File: config.mk
export PLATFORM = sky130hd
export DESIGN_NAME = dea_access_ctrl
export DESIGN_NICKNAME = d
export VERILOG_FILES = /design/src/hdl/dea_pkg.sv /design/src/hdl/dea_access_ctrl.sv /design/src/hdl/dea_nv_array.sv
export VERILOG_INCLUDE_DIRS = /design/src /design/src/hdl
export SDC_FILE = /design/constraint.sdc
export NUM_CORES = 1
export LEC_CHECK = 0
export BUFFER_PORTS_ARGS = -buffer_cell sky130_fd_sc_hd__buf_2
export CAP_MARGIN = 25
export CORE_MARGIN = 2
export CORE_UTILIZATION = 35
export CTS_CLUSTER_SIZE = 12
export DETAILED_ROUTE_END_ITERATION = 10
export GPL_TIMING_DRIVEN = 0
export MAX_ROUTING_LAYER = met4
export PLACE_DENSITY_LB_ADDON = 0.12
export SLEW_MARGIN = 20
export SYNTH_ARGS = -nofsm -noshare
export SYNTH_HDL_FRONTEND = slang
export SYNTH_SLANG_ARGS = --single-unit
export TNS_END_PERCENT = 20
File: constraint.sdc
create_clock -name clk_sys -period 5.8 [get_ports clk_sys]
set_input_delay 0.58 -clock clk_sys [delete_from_list [all_inputs] [get_ports clk_sys]]
set_output_delay 0.58 -clock clk_sys [all_outputs]
set_load 0.01 [all_outputs]
File: src/hdl/dea_defs.svh
// Constants for the data EEPROM access controller
// What this block does
// - Addressed byte lands in data register next cycle
// - Data register holds until read or write
// - Write starts only after 55h, AAh, trigger
// - Write trigger refused while write gate clear
// - Only software writes and resets (power-up, reset pin, watchdog) clear the write gate
// - Clearing gate does not stop running write
// - Write end clears trigger, sets complete flag
// - Complete flag sticky until software, reset pin, watchdog or power-up clears it
// - Power-up clears the write gate
// - Power-up delay blocks any write start
// - Code protection leaves CPU access unchanged
// - Control resets 0x000 / 0q000, data kept
// - Only five control bits, upper three zero
// - Triggers set by software, cleared by hardware
// - Reset pin or watchdog during write sets abort, keeps registers
// - Unlock register has no storage, reads zero
`ifndef DEA_DEFS_SVH
`define DEA_DEFS_SVH

// ----------------------------------------
// Register offsets
// ----------------------------------------
`define DEA_OFS_DATA 8'h08
`define DEA_OFS_ADDR 8'h09
`define DEA_OFS_CTRL 8'h88
`define DEA_OFS_KEY 8'h89

// ----------------------------------------
// Control field positions and values
// ----------------------------------------
`define DEA_BIT_RD 0
`define DEA_BIT_WR 1
`define DEA_BIT_GATE 2
`define DEA_BIT_ABORT 3
`define DEA_BIT_DONE 4
`define DEA_KEY_FIRST 8'h55
`define DEA_KEY_SECOND 8'haa
`define DEA_BYTE_RESET 8'h00

// ----------------------------------------
// Geometry and timing
// ----------------------------------------
`define DEA_NV_ADDR_BITS 6
`define DEA_CLK_KHZ 50000
`define DEA_POWERUP_DELAY_TIMER_MS 72
`define DEA_POWERUP_DELAY_TIMER_CYCLES (`DEA_POWERUP_DELAY_TIMER_MS * `DEA_CLK_KHZ)
`define DEA_WRITE_CYCLES 200

`endif

File: src/hdl/dea_pkg.sv
// Types shared by the data EEPROM access controller
package dea_pkg;

  typedef struct packed {
    logic done;
    logic abort;
    logic gate;
    logic wr;
    logic rd;
  } dea_ctrl_type;

  typedef struct packed {
    logic wr_en;
    logic rd_en;
    logic [7:0] addr;
    logic [7:0] wdata;
  } dea_bus_req_type;

  typedef enum logic [1:0] {
    DEA_KEY_IDLE,
    DEA_KEY_GOT_FIRST,
    DEA_KEY_ARMED
  } dea_key_state_type;

endpackage : dea_pkg

File: src/hdl/dea_access_ctrl.sv
// Register front end of the data EEPROM
`timescale 1ns/1ps
`include "dea_defs.svh"
module dea_access_ctrl #(
  parameter int ADDR_BITS = `DEA_NV_ADDR_BITS,
  parameter int WRITE_CYCLES = `DEA_WRITE_CYCLES,
  parameter int unsigned POWERUP_CYCLES = `DEA_POWERUP_DELAY_TIMER_CYCLES
) (
  input wire logic clk_sys,
  input wire logic rst_n,
  input dea_pkg::dea_bus_req_type bus_req,
  output logic [7:0] reg_rdata,
  input wire logic external_reset_pin,
  input wire logic watchdog_timeout,
  output logic write_complete_flag,
  output logic write_busy,
  output logic powerup_delay_timer
);
  import dea_pkg::*;

  if (ADDR_BITS < 1 || ADDR_BITS > 8 || POWERUP_CYCLES < 1) begin : g_check
    $error("dea_access_ctrl: unsupported parameters");
  end

  // ----------------------------------------
  // Decoding helpers
  // ----------------------------------------
  function automatic logic in_range(input logic [7:0] a);
    logic [7:0] hi;
    hi = a >> ADDR_BITS;
    in_range = (hi == 8'h00);
  endfunction : in_range

  function automatic logic hit(input dea_bus_req_type r, input logic [7:0] ofs);
    hit = r.wr_en && (r.addr == ofs);
  endfunction : hit

  dea_ctrl_type ctrl;
  dea_ctrl_type next_ctrl;
  dea_key_state_type key_state;
  dea_key_state_type next_key_state;
  logic [7:0] nv_data_value;
  logic [7:0] next_nv_data_value;
  logic [7:0] nv_byte_address;
  logic [7:0] next_nv_byte_address;
  logic [7:0] next_rdata;
  logic [31:0] powerup_delay_timer_count;
  logic [31:0] next_powerup_delay_timer_count;
  logic other_rst;
  logic ctrl_wr;
  logic start;
  logic done;
  logic busy;
  logic [7:0] arr_rdata;
  logic [7:0] rd_byte;

  assign other_rst = external_reset_pin || watchdog_timeout;
  assign ctrl_wr = hit(bus_req, `DEA_OFS_CTRL) && !other_rst;
  assign powerup_delay_timer = (powerup_delay_timer_count < 32'(POWERUP_CYCLES));
  assign write_complete_flag = ctrl.done;
  assign write_busy = busy;
  // Code protection has no path here: CPU access stays plain
  assign rd_byte = in_range(nv_byte_address) ? arr_rdata : 8'h00;

  // ----------------------------------------
  // Array and write timer
  // ----------------------------------------
  dea_nv_array #(
    .ADDR_BITS(ADDR_BITS),
    .WRITE_CYCLES(WRITE_CYCLES)
  ) dea_nv_array_inst (
    .clk_sys(clk_sys),
    .rst_n(rst_n),
    .start(start),
    .store(in_range(nv_byte_address)),
    .abort(other_rst),
    .wr_addr(nv_byte_address[ADDR_BITS-1:0]),
    .wr_data(nv_data_value),
    .rd_addr(nv_byte_address[ADDR_BITS-1:0]),
    .rd_data(arr_rdata),
    .busy(busy),
    .done(done)
  );

  // ----------------------------------------
  // Unlock sequence and write start
  // ----------------------------------------
  always_comb begin
    next_key_state = key_state;
    if (other_rst) begin
      next_key_state = DEA_KEY_IDLE;
    end else if (hit(bus_req, `DEA_OFS_KEY)) begin
      if (bus_req.wdata == `DEA_KEY_FIRST) begin
        next_key_state = DEA_KEY_GOT_FIRST;
      end else if (key_state == DEA_KEY_GOT_FIRST && bus_req.wdata == `DEA_KEY_SECOND) begin
        next_key_state = DEA_KEY_ARMED;
      end else begin
        next_key_state = DEA_KEY_IDLE;
      end
    end else if (bus_req.wr_en || bus_req.rd_en) begin
      next_key_state = DEA_KEY_IDLE;
    end
  end

  always_comb begin
    start = 1'b0;
    case (key_state)
      DEA_KEY_ARMED: begin
        start = ctrl_wr && bus_req.wdata[`DEA_BIT_WR] && ctrl.gate
          && !powerup_delay_timer && !busy;
      end
      default: begin
        start = 1'b0;
      end
    endcase
  end

  always_ff @(posedge clk_sys or negedge rst_n) begin
    if (!rst_n) begin
      key_state <= DEA_KEY_IDLE;
    end else begin
      key_state <= next_key_state;
    end
  end

  // ----------------------------------------
  // Power-up delay
  // ----------------------------------------
  always_comb begin
    next_powerup_delay_timer_count = powerup_delay_timer_count;
    if (powerup_delay_timer) begin
      next_powerup_delay_timer_count = powerup_delay_timer_count + 32'h0000_0001;
    end
  end

  always_ff @(posedge clk_sys or negedge rst_n) begin
    if (!rst_n) begin
      powerup_delay_timer_count <= 32'h0000_0000;
    end else begin
      powerup_delay_timer_count <= next_powerup_delay_timer_count;
    end
  end

  // ----------------------------------------
  // Control register
  // ----------------------------------------
  always_comb begin
    next_ctrl = ctrl;
    next_ctrl.rd = 1'b0;
    if (other_rst) begin
      next_ctrl.done = 1'b0;
      next_ctrl.abort = ctrl.abort || busy;
      next_ctrl.gate = 1'b0;
      next_ctrl.wr = 1'b0;
    end else begin
      if (ctrl_wr) begin
        next_ctrl.done = bus_req.wdata[`DEA_BIT_DONE];
        next_ctrl.abort = bus_req.wdata[`DEA_BIT_ABORT];
        next_ctrl.gate = bus_req.wdata[`DEA_BIT_GATE];
      end
      if (start) begin
        next_ctrl.wr = 1'b1;
      end
      if (done) begin
        next_ctrl.wr = 1'b0;
        next_ctrl.done = 1'b1;
      end
    end
  end

  always_ff @(posedge clk_sys or negedge rst_n) begin
    if (!rst_n) begin
      ctrl <= '0;
    end else begin
      ctrl <= next_ctrl;
    end
  end

  // ----------------------------------------
  // Data and address registers, read port
  // ----------------------------------------
  always_comb begin
    next_nv_data_value = nv_data_value;
    next_nv_byte_address = nv_byte_address;
    next_rdata = reg_rdata;
    if (!other_rst) begin
      if (hit(bus_req, `DEA_OFS_DATA)) begin
        next_nv_data_value = bus_req.wdata;
      end
      if (hit(bus_req, `DEA_OFS_ADDR)) begin
        next_nv_byte_address = bus_req.wdata;
      end
      if (ctrl_wr && bus_req.wdata[`DEA_BIT_RD]) begin
        next_nv_data_value = rd_byte;
      end
      if (bus_req.rd_en) begin
        case (bus_req.addr)
          `DEA_OFS_DATA: next_rdata = nv_data_value;
          `DEA_OFS_ADDR: next_rdata = nv_byte_address;
          `DEA_OFS_CTRL: next_rdata = {3'b000, ctrl};
          default: next_rdata = 8'h00;
        endcase
      end
    end
  end

  always_ff @(posedge clk_sys or negedge rst_n) begin
    if (!rst_n) begin
      nv_data_value <= `DEA_BYTE_RESET;
      nv_byte_address <= `DEA_BYTE_RESET;
      reg_rdata <= `DEA_BYTE_RESET;
    end else begin
      nv_data_value <= next_nv_data_value;
      nv_byte_address <= next_nv_byte_address;
      reg_rdata <= next_rdata;
    end
  end

  // ----------------------------------------
  // Checks
  // ----------------------------------------
  a_read_loads: assert property (
    @(posedge clk_sys) disable iff (!rst_n)
    (ctrl_wr && bus_req.wdata[`DEA_BIT_RD]) |=> (nv_data_value == $past(rd_byte)))
    else $error("read did not load data register");

  a_data_holds: assert property (
    @(posedge clk_sys) disable iff (!rst_n)
    !(bus_req.wr_en && (bus_req.addr == `DEA_OFS_DATA || bus_req.addr == `DEA_OFS_CTRL))
    |=> $stable(nv_data_value))
    else $error("data register changed without cause");

  a_start_seq: assert property (
    @(posedge clk_sys) disable iff (!rst_n)
    $rose(busy) |-> ($past(key_state) == DEA_KEY_ARMED) && $past(ctrl_wr))
    else $error("write started without unlock");

  a_gate_needed: assert property (
    @(posedge clk_sys) disable iff (!rst_n)
    $rose(ctrl.wr) |-> $past(ctrl.gate))
    else $error("write started with gate clear");

  a_gate_sw_only: assert property (
    @(posedge clk_sys) disable iff (!rst_n)
    $fell(ctrl.gate) |-> $past(ctrl_wr) || $past(other_rst))
    else $error("gate cleared by hardware");

  a_wr_survives: assert property (
    @(posedge clk_sys) disable iff (!rst_n)
    (busy && !done && !other_rst) |=> ctrl.wr && busy)
    else $error("write cycle disturbed");

  a_done_flags: assert property (
    @(posedge clk_sys) disable iff (!rst_n)
    (done && !other_rst) |=> ctrl.done && !ctrl.wr)
    else $error("completion not reported");

  a_flag_sticky: assert property (
    @(posedge clk_sys) disable iff (!rst_n)
    (ctrl.done && !other_rst && !(ctrl_wr && !bus_req.wdata[`DEA_BIT_DONE])) |=> ctrl.done)
    else $error("complete flag lost");

  a_powerup_delay_timer_blocks: assert property (
    @(posedge clk_sys) disable iff (!rst_n)
    powerup_delay_timer |=> !$rose(busy))
    else $error("write during power-up delay");

  a_upper_zero: assert property (
    @(posedge clk_sys) disable iff (!rst_n)
    (bus_req.rd_en && bus_req.addr == `DEA_OFS_CTRL && !other_rst) |=> reg_rdata[7:5] == 3'b000)
    else $error("unused control bits not zero");

  a_trig_sticky: assert property (
    @(posedge clk_sys) disable iff (!rst_n)
    (ctrl.wr && !done && !other_rst) |=> ctrl.wr)
    else $error("write trigger cleared early");

  a_abort_flag: assert property (
    @(posedge clk_sys) disable iff (!rst_n)
    (busy && other_rst) |=> ctrl.abort && !busy && $stable(nv_byte_address))
    else $error("abort not flagged");

  a_key_zero: assert property (
    @(posedge clk_sys) disable iff (!rst_n)
    (bus_req.rd_en && bus_req.addr == `DEA_OFS_KEY && !other_rst) |=> reg_rdata == 8'h00)
    else $error("unlock register read not zero");

  a_seq_broken: assert property (
    @(posedge clk_sys) disable iff (!rst_n)
    (bus_req.rd_en && !bus_req.wr_en) |=> key_state == DEA_KEY_IDLE)
    else $error("unlock survived other access");

endmodule : dea_access_ctrl

File: src/hdl/dea_nv_array.sv
// Byte array with self-timed write cycle
`timescale 1ns/1ps
`include "dea_defs.svh"
module dea_nv_array #(
  parameter int ADDR_BITS = `DEA_NV_ADDR_BITS,
  parameter int WRITE_CYCLES = `DEA_WRITE_CYCLES
) (
  input wire logic clk_sys,
  input wire logic rst_n,
  input wire logic start,
  input wire logic store,
  input wire logic abort,
  input wire logic [ADDR_BITS-1:0] wr_addr,
  input wire logic [7:0] wr_data,
  input wire logic [ADDR_BITS-1:0] rd_addr,
  output logic [7:0] rd_data,
  output logic busy,
  output logic done
);
  import dea_pkg::*;

  localparam int DEPTH = 2 ** ADDR_BITS;

  if (ADDR_BITS < 1 || ADDR_BITS > 8 || WRITE_CYCLES < 1) begin : g_check
    $error("dea_nv_array: unsupported parameters");
  end

  logic [7:0] mem [DEPTH];
  logic [31:0] count;
  logic [31:0] next_count;
  logic next_busy;
  logic keep;
  logic next_keep;
  logic [ADDR_BITS-1:0] lat_addr;
  logic [ADDR_BITS-1:0] next_lat_addr;
  logic [7:0] lat_data;
  logic [7:0] next_lat_data;

  // ----------------------------------------
  // Write timer
  // ----------------------------------------
  always_comb begin
    next_busy = busy;
    next_count = count;
    next_keep = keep;
    next_lat_addr = lat_addr;
    next_lat_data = lat_data;
    done = busy && !abort && (count == 32'(WRITE_CYCLES - 1));
    if (abort) begin
      next_busy = 1'b0;
      next_count = 32'h0000_0000;
    end else if (busy) begin
      if (done) begin
        next_busy = 1'b0;
        next_count = 32'h0000_0000;
      end else begin
        next_count = count + 32'h0000_0001;
      end
    end else if (start) begin
      next_busy = 1'b1;
      next_count = 32'h0000_0000;
      next_keep = store;
      next_lat_addr = wr_addr;
      next_lat_data = wr_data;
    end
  end

  always_ff @(posedge clk_sys or negedge rst_n) begin
    if (!rst_n) begin
      busy <= 1'b0;
      count <= 32'h0000_0000;
      keep <= 1'b0;
      lat_addr <= '0;
      lat_data <= 8'h00;
    end else begin
      busy <= next_busy;
      count <= next_count;
      keep <= next_keep;
      lat_addr <= next_lat_addr;
      lat_data <= next_lat_data;
    end
  end

  // ----------------------------------------
  // Storage
  // ----------------------------------------
  always_ff @(posedge clk_sys) begin
    if (done && keep) begin
      mem[lat_addr] <= lat_data;
    end
  end

  assign rd_data = mem[rd_addr];

endmodule : dea_nv_array

==> summary.log <==
qor: critical_path.crit_required 6.02 ns
qor: critical_path.regToRegSetupSlack 1.90 ns
qor: drt.routed-via-count 13,550
qor: sta.fmax 0.257 GHz
qor: clock_network.cts_root_buffer sky130_fd_sc_hd__clkbuf_16
qor: sta.final_setup_tns 0 ns
qor: critical_path.worstSetupEndpointType flop
qor: floorplan.boundaryPins 33
qor: sta.worst_slew_pin_slew 1.05 ns
qor: drt.detail_route.wirelength 64,500 um
qor: sta.clock-skew-final 0.0254 ns
qor: pwr.power.share.combinational 0.012
qor: sta.layout_min_cycle_time 3.90 ns
qor: placed_design.dp_hpwl 41,300 um
qor: placed_design.place_area 0.0266 sq mm
qor: sta.hold_viol 0
qor: logic_synthesis.share_of_flip_flops_with_an_asynchronous_set_or_reset_after_synthesis 0.177
qor: sta.final_cycle_utilization_of_the_critical_path 0.672
qor: cells_and_area.area_overhead_vs_synth 14.6%
qor: cells_and_area.antenna-diode-count 0
qor: hold_path.min_path_type in -> reg
qor: drt.drcViolationCount 0
qor: sta.number_of_setup_violations_in_the_final_report 0
qor: cells_and_area.finish.net_count 1,587
qor: logic_synthesis.synth_seq_area_share 0.723
qor: cells_and_area.layout-drive-gt1-share 0.205
qor: clock_network.clk_transition_reported_paths 0.06 ns
qor: clock_network.numCtsBuffers 69
qor: placed_design.dp_cells 2,438
qor: hold_path.timing.hold.worst_path_depth 2
qor: sta.fin_ws 1.90 ns
qor: critical_path.r2r_start dea_nv_array_inst.count[0]$_DFFE_PN0P_
qor: global_route.grt_start_max_net_pins 66
qor: logic_synthesis.post-synth-top-count-cell sky130_fd_sc_hd__edfxtp_1
qor: logic_synthesis.synth.lib_cells_used.distinct 61
qor: global_route.grt_pass1_vias 13,603
qor: placed_design.final_replace_weighted_congestion 0.833
qor: job.cap_viol_max_count 0
qor: pwr.power.share.clock 0.460
qor: pwr.switching_share 0.202
qor: global_route.grt_use_total 0.181
qor: logic_synthesis.syn-instance-count 1,450
qor: sta.maxSlewViolCount 0
qor: logic_synthesis.edff_count_synth 512
qor: logic_synthesis.yosysTopAreaCell sky130_fd_sc_hd__edfxtp_1
qor: pwr.p_leak 10.6 nW
qor: clock_network.cts_tree done
qor: clock_network.cts_max_path_buffers 3
qor: sta.rsz0062_at_grt no
qor: logic_synthesis.synth-warning-count 0
qor: drt.drt_first_pass_iters 5
qor: logic_synthesis.postSynthNetCount 1,474
qor: logic_synthesis.synth_top_flop_cell sky130_fd_sc_hd__edfxtp_1
qor: drt.drtAntennaViolNets 0
qor: floorplan.chipWidth 272 um
qor: sta.max_slew_margin 0.301
qor: clock_network.cts.sink_count 622
qor: pwr.seqPwrFrac 0.528
qor: floorplan.die_y 272 um
qor: clock_network.cts_hold_bufs 1
qor: critical_path.worst_setup_path_start_kind flop
qor: cells_and_area.fill_cells 6,447
qor: floorplan.initial_core_util 0.352
qor: pwr.net-switching-power 0.00183 W
qor: drt.vias_per_cell 5.30
qor: pwr.intPower 0.00723 W
qor: floorplan.fp.coreArea 0.0712 sq mm
qor: cells_and_area.final_cell_area 0.0287 sq mm
qor: pwr.total_power_divided_by_cell_area 315 mW/mm^2
qor: critical_path.crit_type reg -> reg
qor: critical_path.worst-r2r-cell-count 8
qor: logic_synthesis.synthTopCellsByArea sky130_fd_sc_hd__edfxtp_1, sky130_fd_sc_hd__mux4_2, sky130_fd_sc_hd__dfrtp_1
qor: global_route.global_route_wire_length_before_repair 94,000 um
qor: global_route.grt_antenna_before_repair 2
qor: logic_synthesis.synth_top_cell_area_share 0.613
qor: critical_path.crit_arrival 4.11 ns
qor: floorplan.floorplan.rows 98
qor: drt.drt_iter0_drc 1,290
qor: status.run_status completed
qor: clock_network.post_cts_resized 0
qor: clock_network.cts_setup_buffers 0
qor: pwr.ir_worst_vdd 0.000218 V
qor: placed_design.buffer_ports.inserted 31
qor: logic_synthesis.synth.ff_latch_count 622
qor: clock_network.cts_max_level 3
qor: hold_path.hold_end nv_byte_address[7]$_DFFE_PN0P_
qor: drt.drt-wirelength-per-cell 25.2 um
qor: critical_path.reg2reg_to dea_nv_array_inst.mem[13][2]$_DFFE_PP_
qor: clock_network.insertion_delay 0.61 ns
qor: logic_synthesis.mappedNetlistArea 0.0251 sq mm
qor: cells_and_area.layout.cells.non_filler 2,558
qor: logic_synthesis.commonest_cells_in_the_netlist sky130_fd_sc_hd__edfxtp_1, sky130_fd_sc_hd__mux4_2, sky130_fd_sc_hd__dfrtp_1
qor: critical_path.crit_path_max_fanout 9
qor: hold_path.worstHoldStart bus_req[7]
qor: floorplan.design.die.area 0.0738 sq mm
qor: placed_design.dp_slack 1.64 ns
qor: logic_synthesis.post_synth.cell_area_avg 17.3 sq um
qor: global_route.grt-ovfl-total 0
-- how the worst max path moves through the flow --
stage                     slack, ns  cells past startpoint                              startpoint                                      to
after floorplan                2.77                      7                        watchdog_timeout  dea_nv_array_inst.mem[48][0]$_DFFE_PP_
after global placement         1.67                      8                        watchdog_timeout  dea_nv_array_inst.mem[14][2]$_DFFE_PP_
after detailed placement       1.64                      8                        watchdog_timeout  dea_nv_array_inst.mem[14][2]$_DFFE_PP_
after CTS                      1.86                      8  dea_nv_array_inst.count[0]$_DFFE_PN0P_  dea_nv_array_inst.mem[14][2]$_DFFE_PP_
after global routing           1.75                      8  dea_nv_array_inst.count[0]$_DFFE_PN0P_  dea_nv_array_inst.mem[13][3]$_DFFE_PP_
final                          1.90                      8  dea_nv_array_inst.count[0]$_DFFE_PN0P_  dea_nv_array_inst.mem[13][2]$_DFFE_PP_
-- power groups by stage --
| stage | Sequential (W) | Clock, W | Combinational, W |
|---|---|---|---|
| global route | 0.00478 | 0.00446 | 0.000116 |
| floorplan | 0.00487 | 0 | 0.0000487 |
| CTS | 0.00478 | 0.00427 | 0.000108 |
| global placement | 0.00487 | 0 | 0.000104 |
| detailed placement | 0.00487 | 0 | 0.000107 |
| finish | 0.00478 | 0.00417 | 0.000106 |
-- layout make-up --
class / instances / area [sq um] / area share
Sequential cell: 622 / 18200 / 0.632
Tap cell: 950 / 1190 / 0.0414
Timing Repair Buffer: 42 / 329 / 0.0114
Clock inverter: 27 / 223 / 0.00775
Clock buffer: 89 / 1880 / 0.0656
Inverter: 12 / 45.0 / 0.00157
Buffer: 84 / 345 / 0.0120
Multi-Input combinational cell: 732 / 6570 / 0.229
-- per-layer routing --
layer	global-route usage	routed length [um]
met1	0.262	30200
met2	0.261	29100
met3	0.0343	3910
met4	0.0542	1260
met5	-	0
-- through the flow --
step                hold WS [ns]  utilization  total power (W)
floorplan                  0.284            -          0.00492
global placement           0.441        0.371          0.00497
detailed placement         0.448        0.373          0.00498
CTS                        0.258        0.403          0.00916
global route               0.293        0.403          0.00935
finish                     0.290        0.403          0.00905
-- cells in the final DEF (no fill, tap or decap), drive strengths merged, types with 10 or more instances in the layout --
cell type / count
a211oi: 10
a21oi: 30
a22oi: 15
buf: 71
clkbuf: 143
clkinv: 20
dfrtp: 110
edfxtp: 512
inv: 16
mux2: 21
mux2i: 29
mux4: 129
nand2: 102
nand3: 48
nand4: 26
nor2: 114
nor2b: 12
nor3: 13
nor4: 15
o21ai: 16
o22ai: 14
or3: 13
xnor2: 34
xor2: 11
-- state kept, by name, indices dropped and copies added, names as in the netlist --
signal and flops:
nv_byte_address 8, ctrl 3, dea_nv_array_inst.mem 512, dea_nv_array_inst.busy 1
key_state 2, dea_nv_array_inst.lat_addr 6, powerup_delay_timer_count 32, dea_nv_array_inst.count 32
reg_rdata 8, dea_nv_array_inst.keep 1, nv_data_value 8, write_complete_flag 1
dea_nv_array_inst.lat_data 8
-- kinds of logic (layout without fill, tap and decap cells) --
| family | Yosys count | after routing | share of synthesized area |
|---|---|---|---|
| flops | 622 | 622 | 0.723 |
| simple gates | 392 | 392 | 0.0786 |
| fa+ha+maj | 2 | 2 | 0.000997 |
| xor+xnor | 45 | 45 | 0.0157 |
| buf+inv | 96 | 254 | 0.0156 |
| mux | 179 | 179 | 0.137 |
| compound gates | 114 | 114 | 0.0297 |
-- worst max-delay path, stage by stage, from the launching register on --
cell                       delay, ns
sky130_fd_sc_hd__dfrtp_1        0.38
sky130_fd_sc_hd__ha_1           0.28
sky130_fd_sc_hd__nand4_1        0.26
sky130_fd_sc_hd__nor4_4         0.37
sky130_fd_sc_hd__nand4_4        0.22
sky130_fd_sc_hd__or2_1          0.30
sky130_fd_sc_hd__or3_1          0.35
sky130_fd_sc_hd__clkbuf_1       0.44
sky130_fd_sc_hd__nor2_1         0.91
No activity file was read; power rests on OpenSTA's default activity.
